$ cat config.mk
export PLATFORM = sky130hd
export DESIGN_NAME = video_tx_status_monitor
export DESIGN_NICKNAME = d
export VERILOG_FILES = /design/src/rtl/video_tx_status_pkg.sv /design/src/rtl/pclk_status_if.sv /design/src/rtl/pclk_freq_meter.sv /design/src/rtl/packet_counters.sv /design/src/rtl/video_tx_status_monitor.sv
export SDC_FILE = /design/constraint.sdc
export NUM_CORES = 1
export LEC_CHECK = 0
export BUFFER_PORTS_ARGS = -buffer_cell sky130_fd_sc_hd__buf_2
export CORE_MARGIN = 3
export CORE_UTILIZATION = 50
export CTS_BUF_LIST = sky130_fd_sc_hd__clkbuf_8
export CTS_CLUSTER_DIAMETER = 60
export DETAILED_ROUTE_END_ITERATION = 8
export PLACE_DENSITY = 0.67
export SYNTH_ARGS = -nofsm -noshare
export SYNTH_HDL_FRONTEND = slang
export SYNTH_HIERARCHICAL = 1
export SYNTH_SLANG_ARGS = --single-unit
$ cat constraint.sdc
create_clock -name sys_clk -period 10 [get_ports sys_clk]
set_input_delay 1 -clock sys_clk [delete_from_list [all_inputs] [get_ports sys_clk]]
set_output_delay 1 -clock sys_clk [all_outputs]
set_load 0.005 [all_outputs]
$ cat src/rtl/video_tx_status_pkg.sv
/*
  Constants for the video transmit status monitor: register map, field
  positions, reset values and pixel clock measurement timing.
  Assumes a 125 MHz core clock and a byte-wide register port.
*/
// Operation
// - pixel clock detected only when receiver recovers a clock above 4 MHz.
// - detection works and is reported the same in every video mode.
// - after pipeline start, drift beyond +/-1.25 percent raises drift flag until restart.
// - overflow flag set whenever the transmit FIFO overflows.
// - FIFO warning shows one while occupancy exceeds half capacity, and stays one through the first status read after it falls.
// - writable bit 2: one suppresses heartbeat during blanking, zero keeps it.
// - readable phy, protocol and tunnel packet counters show input data arriving, tunnel packets only in tunnel mode.
package video_tx_status_pkg;

  localparam int ADDR_W = 12;
  localparam int DATA_W = 8;
  localparam int PKT_CNT_W = 16;
  localparam int NUM_PKT_CNT = 3;

  // register map, byte addresses
  localparam logic [ADDR_W-1:0] VIDEO_TX_STATUS_ADDR = 12'h112;
  localparam logic [ADDR_W-1:0] PKT_CNT_BASE_ADDR = 12'h120;

  // video_tx_status fields
  localparam int PCLK_DET_BIT = 7;
  localparam int DRIFT_ERR_BIT = 6;
  localparam int OVERFLOW_BIT = 5;
  localparam int FIFO_WARN_BIT = 4;
  localparam int RSVD3_BIT = 3;
  localparam int HEARTBEAT_OFF_BIT = 2;
  localparam int RSVD1_BIT = 1;

  localparam logic [DATA_W-1:0] STATUS_RESET = 8'h0A;
  localparam logic HEARTBEAT_OFF_RESET = 1'b0;

  // pixel clock measurement
  localparam longint CLK_FREQ_HZ = 125_000_000;
  localparam longint MIN_PCLK_HZ = 4_000_000;
  localparam longint GATE_TIME_US = 100;
  localparam int GATE_CYCLES = int'(GATE_TIME_US * CLK_FREQ_HZ / 1_000_000);
  localparam longint DRIFT_TOL_NUM = 125;
  localparam longint DRIFT_TOL_DEN = 10_000;

  localparam int FIFO_DEPTH = 256;

endpackage

$ cat src/rtl/pclk_status_if.sv
/*
  Carrier between the pixel clock meter and the status register logic.
  Assumes both ends share sys_clk.
*/
`timescale 1ns/1ps
interface pclk_status_if;
  logic detected;
  logic drift_event;

  modport meter (output detected, output drift_event);
  modport monitor (input detected, input drift_event);
endinterface

$ cat src/rtl/pclk_freq_meter.sv
/*
  Pixel clock frequency meter: counts pixel clock events in a fixed gate,
  flags presence above the minimum rate and drift against a reference
  taken at pipeline start.
  Assumes pclk_event is a one-cycle pulse per pixel clock, synchronous
  to sys_clk.
*/
`timescale 1ns/1ps
module pclk_freq_meter
  import video_tx_status_pkg::*;
#(
  parameter int GATE_CYC = video_tx_status_pkg::GATE_CYCLES
) (
  input wire logic sys_clk,
  input wire logic rst_n,
  input wire logic pclk_event,
  input wire logic pclk_lock,
  input wire logic pipeline_running,
  pclk_status_if.meter st
);
  import video_tx_status_pkg::*;

  localparam int CNT_W = $clog2(GATE_CYC + 1);
  localparam longint MIN_COUNT = MIN_PCLK_HZ * GATE_CYC / CLK_FREQ_HZ;

  generate
    if (GATE_CYC < 2 || MIN_COUNT < 1) begin : g_bad_gate
      $error("gate too short to measure the minimum pixel clock");
    end
  endgenerate

  logic [CNT_W-1:0] gate_q;
  logic [CNT_W-1:0] edges_q;
  logic [CNT_W-1:0] ref_q;
  logic ref_valid_q;
  logic drift_lock_q;
  logic detected_q;
  logic drift_event_q;
  logic window_end;
  logic [CNT_W-1:0] diff;
  logic out_of_range;

  assign window_end = (gate_q == '0);
  assign diff = (edges_q > ref_q) ? edges_q - ref_q : ref_q - edges_q;
  assign out_of_range = (longint'(diff) * DRIFT_TOL_DEN) > (longint'(ref_q) * DRIFT_TOL_NUM);

  always_ff @(posedge sys_clk or negedge rst_n) begin
    if (!rst_n) begin
      gate_q <= '0;
    end else if (window_end) begin
      gate_q <= CNT_W'(GATE_CYC - 1);
    end else begin
      gate_q <= gate_q - 1'b1;
    end
  end

  always_ff @(posedge sys_clk or negedge rst_n) begin
    if (!rst_n) begin
      edges_q <= '0;
    end else if (window_end) begin
      edges_q <= {{(CNT_W-1){1'b0}}, pclk_event};
    end else if (pclk_event) begin
      edges_q <= edges_q + 1'b1;
    end
  end

  // no mode input on purpose: detection is identical in every video mode
  always_ff @(posedge sys_clk or negedge rst_n) begin
    if (!rst_n) begin
      detected_q <= 1'b0;
    end else if (!pclk_lock) begin
      detected_q <= 1'b0;
    end else if (window_end) begin
      detected_q <= longint'(edges_q) > MIN_COUNT;
    end
  end

  // reference caught on the first full window after start; restart clears it
  always_ff @(posedge sys_clk or negedge rst_n) begin
    if (!rst_n) begin
      ref_q <= '0;
      ref_valid_q <= 1'b0;
    end else if (!pipeline_running) begin
      ref_valid_q <= 1'b0;
    end else if (window_end && !ref_valid_q && detected_q) begin
      ref_q <= edges_q;
      ref_valid_q <= 1'b1;
    end
  end

  always_ff @(posedge sys_clk or negedge rst_n) begin
    if (!rst_n) begin
      drift_lock_q <= 1'b0;
      drift_event_q <= 1'b0;
    end else if (!pipeline_running) begin
      drift_lock_q <= 1'b0;
      drift_event_q <= 1'b0;
    end else begin
      drift_event_q <= window_end && ref_valid_q && (out_of_range || drift_lock_q);
      if (window_end && ref_valid_q && out_of_range) begin
        drift_lock_q <= 1'b1;
      end
    end
  end

  assign st.detected = detected_q;
  assign st.drift_event = drift_event_q;

endmodule

$ cat src/rtl/packet_counters.sv
/*
  Free-running wrap-around packet counters, one per input layer.
  Assumes each count input is a one-cycle pulse per packet.
*/
`timescale 1ns/1ps
module packet_counters
  import video_tx_status_pkg::*;
#(
  parameter int N = video_tx_status_pkg::NUM_PKT_CNT,
  parameter int W = video_tx_status_pkg::PKT_CNT_W
) (
  input wire logic sys_clk,
  input wire logic rst_n,
  input wire logic [N-1:0] count_pulse,
  output logic [N-1:0][W-1:0] count
);
  import video_tx_status_pkg::*;

  generate
    if (N < 1 || W < 8) begin : g_bad_cnt
      $error("packet counters need at least one counter of 8 bits");
    end
    for (genvar i = 0; i < N; i++) begin : g_cnt
      always_ff @(posedge sys_clk or negedge rst_n) begin
        if (!rst_n) begin
          count[i] <= '0;
        end else if (count_pulse[i]) begin
          count[i] <= count[i] + 1'b1;
        end
      end
    end
  endgenerate

endmodule

$ cat src/rtl/video_tx_status_monitor.sv
/*
  Status and health monitor of the video transmit path: pixel clock
  presence and drift, transmit FIFO overflow and half-full warning,
  blanking heartbeat control and readable packet counters.
  Assumes a single sys_clk domain, inputs synchronous to it, and a byte
  register port with read data one cycle after the read strobe.
*/
// Implementation choices: the plain strobed port and the register offsets.
`timescale 1ns/1ps
module video_tx_status_monitor
  import video_tx_status_pkg::*;
#(
  parameter int GATE_CYC = video_tx_status_pkg::GATE_CYCLES,
  parameter int FIFO_DEP = video_tx_status_pkg::FIFO_DEPTH
) (
  input wire logic sys_clk,
  input wire logic rst_n,
  // register port
  input wire logic [video_tx_status_pkg::ADDR_W-1:0] reg_addr,
  input wire logic [video_tx_status_pkg::DATA_W-1:0] reg_wdata,
  input wire logic reg_wr,
  input wire logic reg_rd,
  output logic [video_tx_status_pkg::DATA_W-1:0] reg_rdata,
  // video input receiver
  input wire logic pclk_event,
  input wire logic pclk_lock,
  input wire logic pipeline_running,
  input wire logic blanking,
  input wire logic tunnel_mode,
  input wire logic phy_packet,
  input wire logic protocol_packet,
  input wire logic tunnel_packet,
  // video transmit FIFO
  input wire logic fifo_push,
  input wire logic fifo_full,
  input wire logic [$clog2(FIFO_DEP+1)-1:0] fifo_level,
  // link
  output logic heartbeat_enable
);
  import video_tx_status_pkg::*;

  localparam int LVL_W = $clog2(FIFO_DEP + 1);
  localparam logic [LVL_W-1:0] HALF_LEVEL = LVL_W'(FIFO_DEP / 2);
  localparam int CNT_BYTES = PKT_CNT_W / DATA_W;

  generate
    if (FIFO_DEP < 2) begin : g_bad_fifo
      $error("FIFO depth must be at least 2");
    end
    if (PKT_CNT_W % DATA_W != 0) begin : g_bad_width
      $error("packet counter width must be whole bytes");
    end
  endgenerate

  pclk_status_if pclk_st ();

  pclk_freq_meter #(
    .GATE_CYC(GATE_CYC)
  ) u_meter (
    .sys_clk(sys_clk),
    .rst_n(rst_n),
    .pclk_event(pclk_event),
    .pclk_lock(pclk_lock),
    .pipeline_running(pipeline_running),
    .st(pclk_st.meter)
  );

  logic [NUM_PKT_CNT-1:0] pkt_pulse;
  logic [NUM_PKT_CNT-1:0][PKT_CNT_W-1:0] pkt_count;

  // tunnel packets only counted in tunneling mode
  assign pkt_pulse = {tunnel_packet && tunnel_mode, protocol_packet, phy_packet};

  packet_counters #(
    .N(NUM_PKT_CNT),
    .W(PKT_CNT_W)
  ) u_counters (
    .sys_clk(sys_clk),
    .rst_n(rst_n),
    .count_pulse(pkt_pulse),
    .count(pkt_count)
  );

  // address decode
  logic status_sel;
  logic status_rd;
  logic status_wr;
  logic cnt_sel;
  logic [ADDR_W-1:0] cnt_offset;
  logic [$clog2(NUM_PKT_CNT*CNT_BYTES+1)-1:0] cnt_byte;

  assign status_sel = (reg_addr == VIDEO_TX_STATUS_ADDR);
  assign status_rd = reg_rd && status_sel;
  assign status_wr = reg_wr && status_sel;
  assign cnt_offset = reg_addr - PKT_CNT_BASE_ADDR;
  assign cnt_sel = (reg_addr >= PKT_CNT_BASE_ADDR)
    && (cnt_offset < ADDR_W'(NUM_PKT_CNT * CNT_BYTES));
  assign cnt_byte = cnt_offset[$clog2(NUM_PKT_CNT*CNT_BYTES+1)-1:0];

  // event sources
  logic overflow_event;
  logic warn_now;

  assign overflow_event = fifo_push && fifo_full;
  assign warn_now = fifo_level > HALF_LEVEL;

  // sticky flags; a same-cycle event beats the read-clear
  logic drift_q;
  logic overflow_q;
  logic warn_q;

  always_ff @(posedge sys_clk or negedge rst_n) begin
    if (!rst_n) begin
      drift_q <= STATUS_RESET[DRIFT_ERR_BIT];
    end else if (pclk_st.drift_event) begin
      drift_q <= 1'b1;
    end else if (status_rd) begin
      drift_q <= 1'b0;
    end
  end

  always_ff @(posedge sys_clk or negedge rst_n) begin
    if (!rst_n) begin
      overflow_q <= STATUS_RESET[OVERFLOW_BIT];
    end else if (overflow_event) begin
      overflow_q <= 1'b1;
    end else if (status_rd) begin
      overflow_q <= 1'b0;
    end
  end

  // warning latches a brief crossing; live level keeps it visible meanwhile
  always_ff @(posedge sys_clk or negedge rst_n) begin
    if (!rst_n) begin
      warn_q <= STATUS_RESET[FIFO_WARN_BIT];
    end else if (warn_now) begin
      warn_q <= 1'b1;
    end else if (status_rd) begin
      warn_q <= 1'b0;
    end
  end

  // heartbeat control bit
  logic heartbeat_off_q;

  always_ff @(posedge sys_clk or negedge rst_n) begin
    if (!rst_n) begin
      heartbeat_off_q <= HEARTBEAT_OFF_RESET;
    end else if (status_wr) begin
      heartbeat_off_q <= reg_wdata[HEARTBEAT_OFF_BIT];
    end
  end

  // the far deserializer must be configured to tolerate the missing beats
  always_ff @(posedge sys_clk or negedge rst_n) begin
    if (!rst_n) begin
      heartbeat_enable <= 1'b1;
    end else begin
      heartbeat_enable <= !(heartbeat_off_q && blanking);
    end
  end

  // status byte as software sees it
  logic [DATA_W-1:0] status_view;

  always_comb begin
    status_view = STATUS_RESET;
    status_view[PCLK_DET_BIT] = pclk_st.detected;
    status_view[DRIFT_ERR_BIT] = drift_q;
    status_view[OVERFLOW_BIT] = overflow_q;
    status_view[FIFO_WARN_BIT] = warn_q || warn_now;
    status_view[HEARTBEAT_OFF_BIT] = heartbeat_off_q;
  end

  // high bytes snapped on the low-byte read so a 16-bit value never tears
  logic [NUM_PKT_CNT-1:0][PKT_CNT_W-DATA_W-1:0] hi_snap_q;

  generate
    for (genvar i = 0; i < NUM_PKT_CNT; i++) begin : g_snap
      always_ff @(posedge sys_clk or negedge rst_n) begin
        if (!rst_n) begin
          hi_snap_q[i] <= '0;
        end else if (reg_rd && cnt_sel && cnt_byte == ($bits(cnt_byte))'(i * CNT_BYTES)) begin
          hi_snap_q[i] <= pkt_count[i][PKT_CNT_W-1:DATA_W];
        end
      end
    end
  endgenerate

  // counter byte selection, low byte live, upper bytes from the snapshot
  logic [DATA_W-1:0] cnt_view;
  logic [PKT_CNT_W-1:0] cnt_word;

  always_comb begin
    cnt_view = '0;
    cnt_word = '0;
    for (int i = 0; i < NUM_PKT_CNT; i++) begin
      if (cnt_byte / CNT_BYTES == i) begin
        cnt_word = {hi_snap_q[i], pkt_count[i][DATA_W-1:0]};
      end
    end
    for (int b = 0; b < CNT_BYTES; b++) begin
      if (cnt_byte % CNT_BYTES == b) begin
        cnt_view = cnt_word[b*DATA_W +: DATA_W];
      end
    end
  end

  // read data stands only in the cycle after the strobe; unmapped reads zero
  always_ff @(posedge sys_clk or negedge rst_n) begin
    if (!rst_n) begin
      reg_rdata <= '0;
    end else if (reg_rd) begin
      if (status_sel) begin
        reg_rdata <= status_view;
      end else if (cnt_sel) begin
        reg_rdata <= cnt_view;
      end else begin
        reg_rdata <= '0;
      end
    end else begin
      reg_rdata <= '0;
    end
  end

endmodule

Word-level counts from Yosys, hierarchy flattened
Index checks and enable logic that the tools add are counted.
Word-level totals
  register bits: 131
  bits of input ports: 43
  output and inout port bits: 9
  logic and storage cells: 94
Cells by class
  add/subtract/negate cells: 8
  $mul: 2
  $lt $le $gt $ge: 6
  equal/unequal tests: 8
  muxes and demuxes: 23
  reduce and logical (&&, ||, !) cells: 28
Operator list (count)
  $gt A64 B64 Y1: 1
  $logic_not A32 Y1: 2
  $mux W14: 4
  $add A16 B1 Y16 const B: 3
  $mux W16: 3
  $mux W8: 5
  $sub A14 B14 Y14: 2
  $mul A14 B10 Y24 const B: 1
  $mul A14 B7 Y21 const B: 1
  $logic_and A1 B1 Y1: 15
  $add A14 B1 Y14 const B: 1
  $gt A14 B14 Y1: 1
  $gt A14 B9 Y1 const B: 1
  $logic_not A14 Y1: 1
  $sub A14 B1 Y14 const B: 1
  $eq A12 B9 Y1 const B: 1
  $ge A12 B9 Y1 const B: 1
  $lt A12 B3 Y1 const B: 1
  $sub A12 B9 Y12 const B: 1
  $mux W1: 11
  $gt A9 B8 Y1 const B: 1
  $reduce_bool A2 Y1: 4
  $ne A2 B1 Y1 const B: 3
  $eq A3 B2 Y1 const B: 1
  7 further kinds: 9

Longest topological paths before layout
  depth in word-level cells: 10
  mapped depth: 37

Modules after synthesis
Netlist, hierarchy kept.
Modules (own cells, without submodules)
  pclk_freq_meter: instances 1, cells an instance 923, area each 8345.5 sq um, seq. area each 1151.1 sq um
  packet_counters: instances 1, cells an instance 171, area each 2077.0 sq um, seq. area each 1201.2 sq um
  video_tx_status_monitor: instances 1, cells an instance 168, area each 2055.7 sq um, seq. area each 927.1 sq um

Least setup slack after synthesis
OpenSTA, ideal clock, no wires.
  path kind: reg2reg
  from: reg u_meter.edges_q[0]
  to: reg u_meter.drift_lock_q
  arrival time: 7.353 ns
  required time: 9.864 ns
  path slack: 2.511 ns
  cell stages (with the launch flop): 37
  clock period less this slack: 7.489 ns
  path through: dfrtp_1 inv_1 ha_1 inv_1 fa_1 nand3_1 nand2_1 a2111oi_1 or2_1 buf_2 buf_6 mux2i_1 xnor2_1 ha_1 xor2_1 ha_1 inv_1 fa_1 inv_1 ha_1 inv_1 fa_1 inv_1 ha_1 o21ai_0 nand2b_1 a31o_2 o311a_1 o21a_1 nor2_1 xnor2_1 ha_1 nand4_1 nor4b_1 nand4b_1 a311oi_1 a21oi_1
Between the ends
  cells in the longest elaborated chain, start to end: 6
  elaborated cells between the ends (all ways): 8
  those cells by class: add/sub: 2; mul: 1; order compare: 2; eq/ne: 1; mux: 1; reduce/logical: 1
RTL lines
  start: declaration: RTL line pclk_freq_meter.sv:33  | logic [CNT_W-1:0] edges_q;
  start signal: assignment: RTL line pclk_freq_meter.sv:61  | edges_q <= {{(CNT_W-1){1'b0}}, pclk_event};
  start signal: assignment: RTL line pclk_freq_meter.sv:63  | edges_q <= edges_q + 1'b1;
  $sub A14 B14 Y14 or $gt A14 B14 Y1 (tied branches): RTL line pclk_freq_meter.sv:44  | assign diff = (edges_q > ref_q) ? edges_q - ref_q : ref_q - edges_q;
  $mux W14 *: RTL line pclk_freq_meter.sv:44
  $mul A14 B10 Y24 *: RTL line pclk_freq_meter.sv:45  | assign out_of_range = (longint'(diff) * DRIFT_TOL_DEN) > (longint'(ref_q) * DRIFT_TOL_NUM);
  $gt A64 B64 Y1 *: RTL line pclk_freq_meter.sv:45
  $logic_and A1 B1 Y1 *: RTL line pclk_freq_meter.sv:100  | if (window_end && ref_valid_q && out_of_range) begin
  $ne A2 B1 Y1 (no line) *
  end signal: assignment: RTL line pclk_freq_meter.sv:93  | drift_lock_q <= 1'b0;
  end signal: assignment: RTL line pclk_freq_meter.sv:96  | drift_lock_q <= 1'b0;
  end signal: assignment: RTL line pclk_freq_meter.sv:101  | drift_lock_q <= 1'b1;
  end: declaration: RTL line pclk_freq_meter.sv:36  | logic drift_lock_q;
Every way passes the cells marked *; elsewhere a longest branch is shown, timed or not.
A chain may end at the register's enable or synchronous reset.

Final worst setup path
  from: reg u_meter.ref_q[7]
  to: reg u_meter.drift_event_q, in the netlist u_meter/st.drift_event
Between the ends
  cells in the longest elaborated chain, start to end: 7
  elaborated cells between the ends (all ways): 10
  those cells by class: add/sub: 2; mul: 2; order compare: 2; mux: 2; reduce/logical: 2
RTL lines
  start: declaration: RTL line pclk_freq_meter.sv:34  | logic [CNT_W-1:0] ref_q;
  start signal: assignment: RTL line pclk_freq_meter.sv:86  | ref_q <= edges_q;
  $sub A14 B14 Y14 or $gt A14 B14 Y1 (tied branches): RTL line pclk_freq_meter.sv:44
  $mux W14: RTL line pclk_freq_meter.sv:44
  $mul A14 B10 Y24: RTL line pclk_freq_meter.sv:45
  $gt A64 B64 Y1 *: RTL line pclk_freq_meter.sv:45
  $logic_or A1 B1 Y1 *: RTL line pclk_freq_meter.sv:99  | drift_event_q <= window_end && ref_valid_q && (out_of_range || drift_lock_q);
  $logic_and A1 B1 Y1 *: RTL line pclk_freq_meter.sv:99
  $mux W1 *: RTL line pclk_freq_meter.sv:95  | end else if (!pipeline_running) begin
  end signal: assignment: RTL line pclk_freq_meter.sv:99
  end: declaration: RTL line pclk_freq_meter.sv:38  | logic drift_event_q;
Marked as above.

==> impl_metrics.toml <==
[outcome]
status = "complete, no violations"

[logic_synthesis]
yosys_warnings = 6
synth_flop_cell = "dfrtp_1"
post_synth.cell_area_avg_um2 = 9.89
synthCells = 1262
synth_nets = 1545
post-synth-top-count-cell = "ha_1"
synth_top_area_share_pct = 26.1
synth_edf_count = 0
async_flop_share_pct = 100
synthTopCellsByArea = "dfrtp_1 26%, ha_1 17%, fa_1 12%"
yosys-top-cells-count = "167 x ha_1, 142 x inv_1, 130 x dfrtp_1"
synth_top_area_cell = "dfrtp_1"
ys_ff_latch = 131
yosysUniqueCellTypes = 85
synth_seq_area_share_pct = 26.3
mappedNetlistArea_mm2 = 0.0125

[setup_path]
end_kind = "flop"
crit_slowest_cell = "ha_1"
path_common_cell = "ha_1"
crit_path_start_kind = "flop"
critical_path_arrival_ns = 9.43
path_buf_inv = 2
cpPeakStageDelay_ns = 0.74
r2r_slack_ns = 0.86
cp_max_fo = 14
worstPathRequired_ns = 10.29
worst-setup-path-type = "flop to flop"
critical_path.top_delay_family = "adder cells"

[place]
gp_congestion = 0.845
io_buffers = 44
dp_hpwl_um = 21600
dpl_cell_area_mm2 = 0.0130

[job]
drv_cap = 0

[sta]
finalCritPeriodShare_pct = 91.4
layout_min_cycle_time_ns = 9.14
fmax_mhz = 109
slew_headroom_pct = 30.6
setup_viol = 0
final-max-slew-violation-count = 0
tns_ns = 0
tightestPinTransition_ns = 1.04
rsz0062_at_grt = "false"
finalHoldViolCount = 0
clock_skew_ns = 0.0164

[global_route]
grtUsageTotal_pct = 21.0
grt_max_degree = 68
grt_pass1_vias = 9187
antenna_found_initial = 2
grt_pass1_wl_um = 45200
overflow = 0

[clock_tree]
post_cts_buffers = 0
post_cts_resized = 0
clk_pin_slew_ns = 0.08
cts_tree = "done"
cts_sinks = 131
cts_root_buf = "clkbuf_8"
worst_skew_pair.late_latency_ns = 0.45
clockBufferDepth = 2
htree_levels = 4
numCtsBuffers = 17
cts_hold_buf = 0

[detailed_routing]
totalWireLength_um = 27100
vias = 9168
viasPerCell = 5.57
detail-route-antenna-nets = 0
drt_iter0_drc = 552
drcViolationCount = 0
routedWlPerCell_um = 16.4
drtPass1Iterations = 5

[cells_and_area]
syn_to_final_growth_pct = 7.59
fillCellCount = 2253
final_layout_size_suffix_gt1_share_pct = 11.1
num-nets-final = 1591
design_area_mm2 = 0.0134

[floorplan]
chipWidth_um = 164
dieArea_mm2 = 0.0269
io-pin-count = 52
placementRows = 57
die_y_um = 164
start_util_pct = 51.2
core_mm2 = 0.0244

[worst_hold_path]
hold_path.class = "flop to flop"
-- worst reg2reg max path: cells and delay by family (launching register included) --
kind | cells | cell delay, ns
compound gates | 6 | 1.63
flops | 1 | 0.57
simple gates | 10 | 2.60
buf+inv | 2 | 0.10
fa+ha+maj | 8 | 3.26
xor+xnor | 3 | 0.82
-- metal layers --
metal	share of wire [%]	track usage, %	wire, um
met1	47	28.1	12700
met2	48	35.2	13000
met3	2.6	2.77	699
met4	2.5	7.30	673
met5	0.033	0	9
-- kinds of logic (layout without fill, tap and decap cells) --
family | Yosys count | in the layout | synth area share, %
xor+xnor | 117 | 117 | 8.38
fa+ha+maj | 240 | 240 | 28.5
buf+inv | 166 | 224 | 5.28
flops | 131 | 131 | 26.3
compound gates | 221 | 221 | 11.8
mux | 53 | 53 | 5.42
simple gates | 334 | 334 | 14.3
other cells | 0 | 1 | 0
-- final cells by class --
type                            instances  area, um^2  share of cell area [%]
Sequential cell                       131        3280                    24.4
Multi-Input combinational cell        965        8540                    63.6
Inverter                              143         537                    4.00
Clock inverter                         13         138                    1.03
Tap cell                              324         405                    3.02
Timing Repair Buffer                   50         272                    2.02
Antenna cell                            1        2.50                  0.0186
Clock buffer                           18         248                    1.85
-- final timing paths --
check | cells past startpoint | to | startpoint
max reg2reg | 29 | u_meter/st.drift_event$_DFF_PN0_ | u_meter/ref_q[7]$_DFFE_PN0P_
max | 29 | u_meter/st.drift_event$_DFF_PN0_ | u_meter/ref_q[7]$_DFFE_PN0P_
min | 1 | drift_q$_DFFE_PN0P_ | u_meter/st.drift_event$_DFF_PN0_
max in group asynchronous | 2 | u_meter/ref_q[11]$_DFFE_PN0P_ | rst_n
min in group asynchronous | 1 | u_counters/count[34]$_DFFE_PN0P_ | rst_n
min reg2reg | 1 | drift_q$_DFFE_PN0P_ | u_meter/st.drift_event$_DFF_PN0_
-- state kept, by name (all words and copies together), names as in the netlist --
register and flops:
reg_rdata 8, u_counters/count 48, u_meter/drift_lock_q 1, u_meter/st.drift_event 1, heartbeat_enable 1, u_meter/ref_valid_q 1, overflow_q 1, heartbeat_off_q 1
u_meter/st.detected 1, drift_q 1, u_meter/gate_q 14, u_meter/ref_q 14, warn_q 1, hi_snap_q 24, u_meter/edges_q 14
-- layout by cell type (no fill, tap or decap), drive strengths merged, types with 6 or more instances in the layout --
cell type  count
a211oi         9
a21o          24
a21oi         56
a221oi         8
a31oi          7
and3           8
and4           6
buf           50
clkbuf        18
dfrtp        130
fa            73
ha           167
inv          147
mux2          35
mux2i         17
nand2         86
nand2b        11
nand3         38
nand4         24
nor2          72
nor2b         10
nor3          22
nor3b          6
nor4          12
o21a          12
o21ai         53
o31ai          9
or2            6
or3           11
xnor2         82
xor2          34
-- metrics by stage --
stage               util [%]  cells  setup slack [ns]  hold WS, ns
floorplan                  -   1262              2.51        0.387
global placement        53.5   1613              1.11        0.446
CTS                     55.0   1644             0.923        0.466
finish                  55.0   1645             0.861        0.462
global route            55.0   1645             0.164        0.485
detailed placement      53.5   1613             0.974        0.433
Power is not shown: default switching activity piles up to over one toggle a cycle in this logic, so the estimate is an artifact.
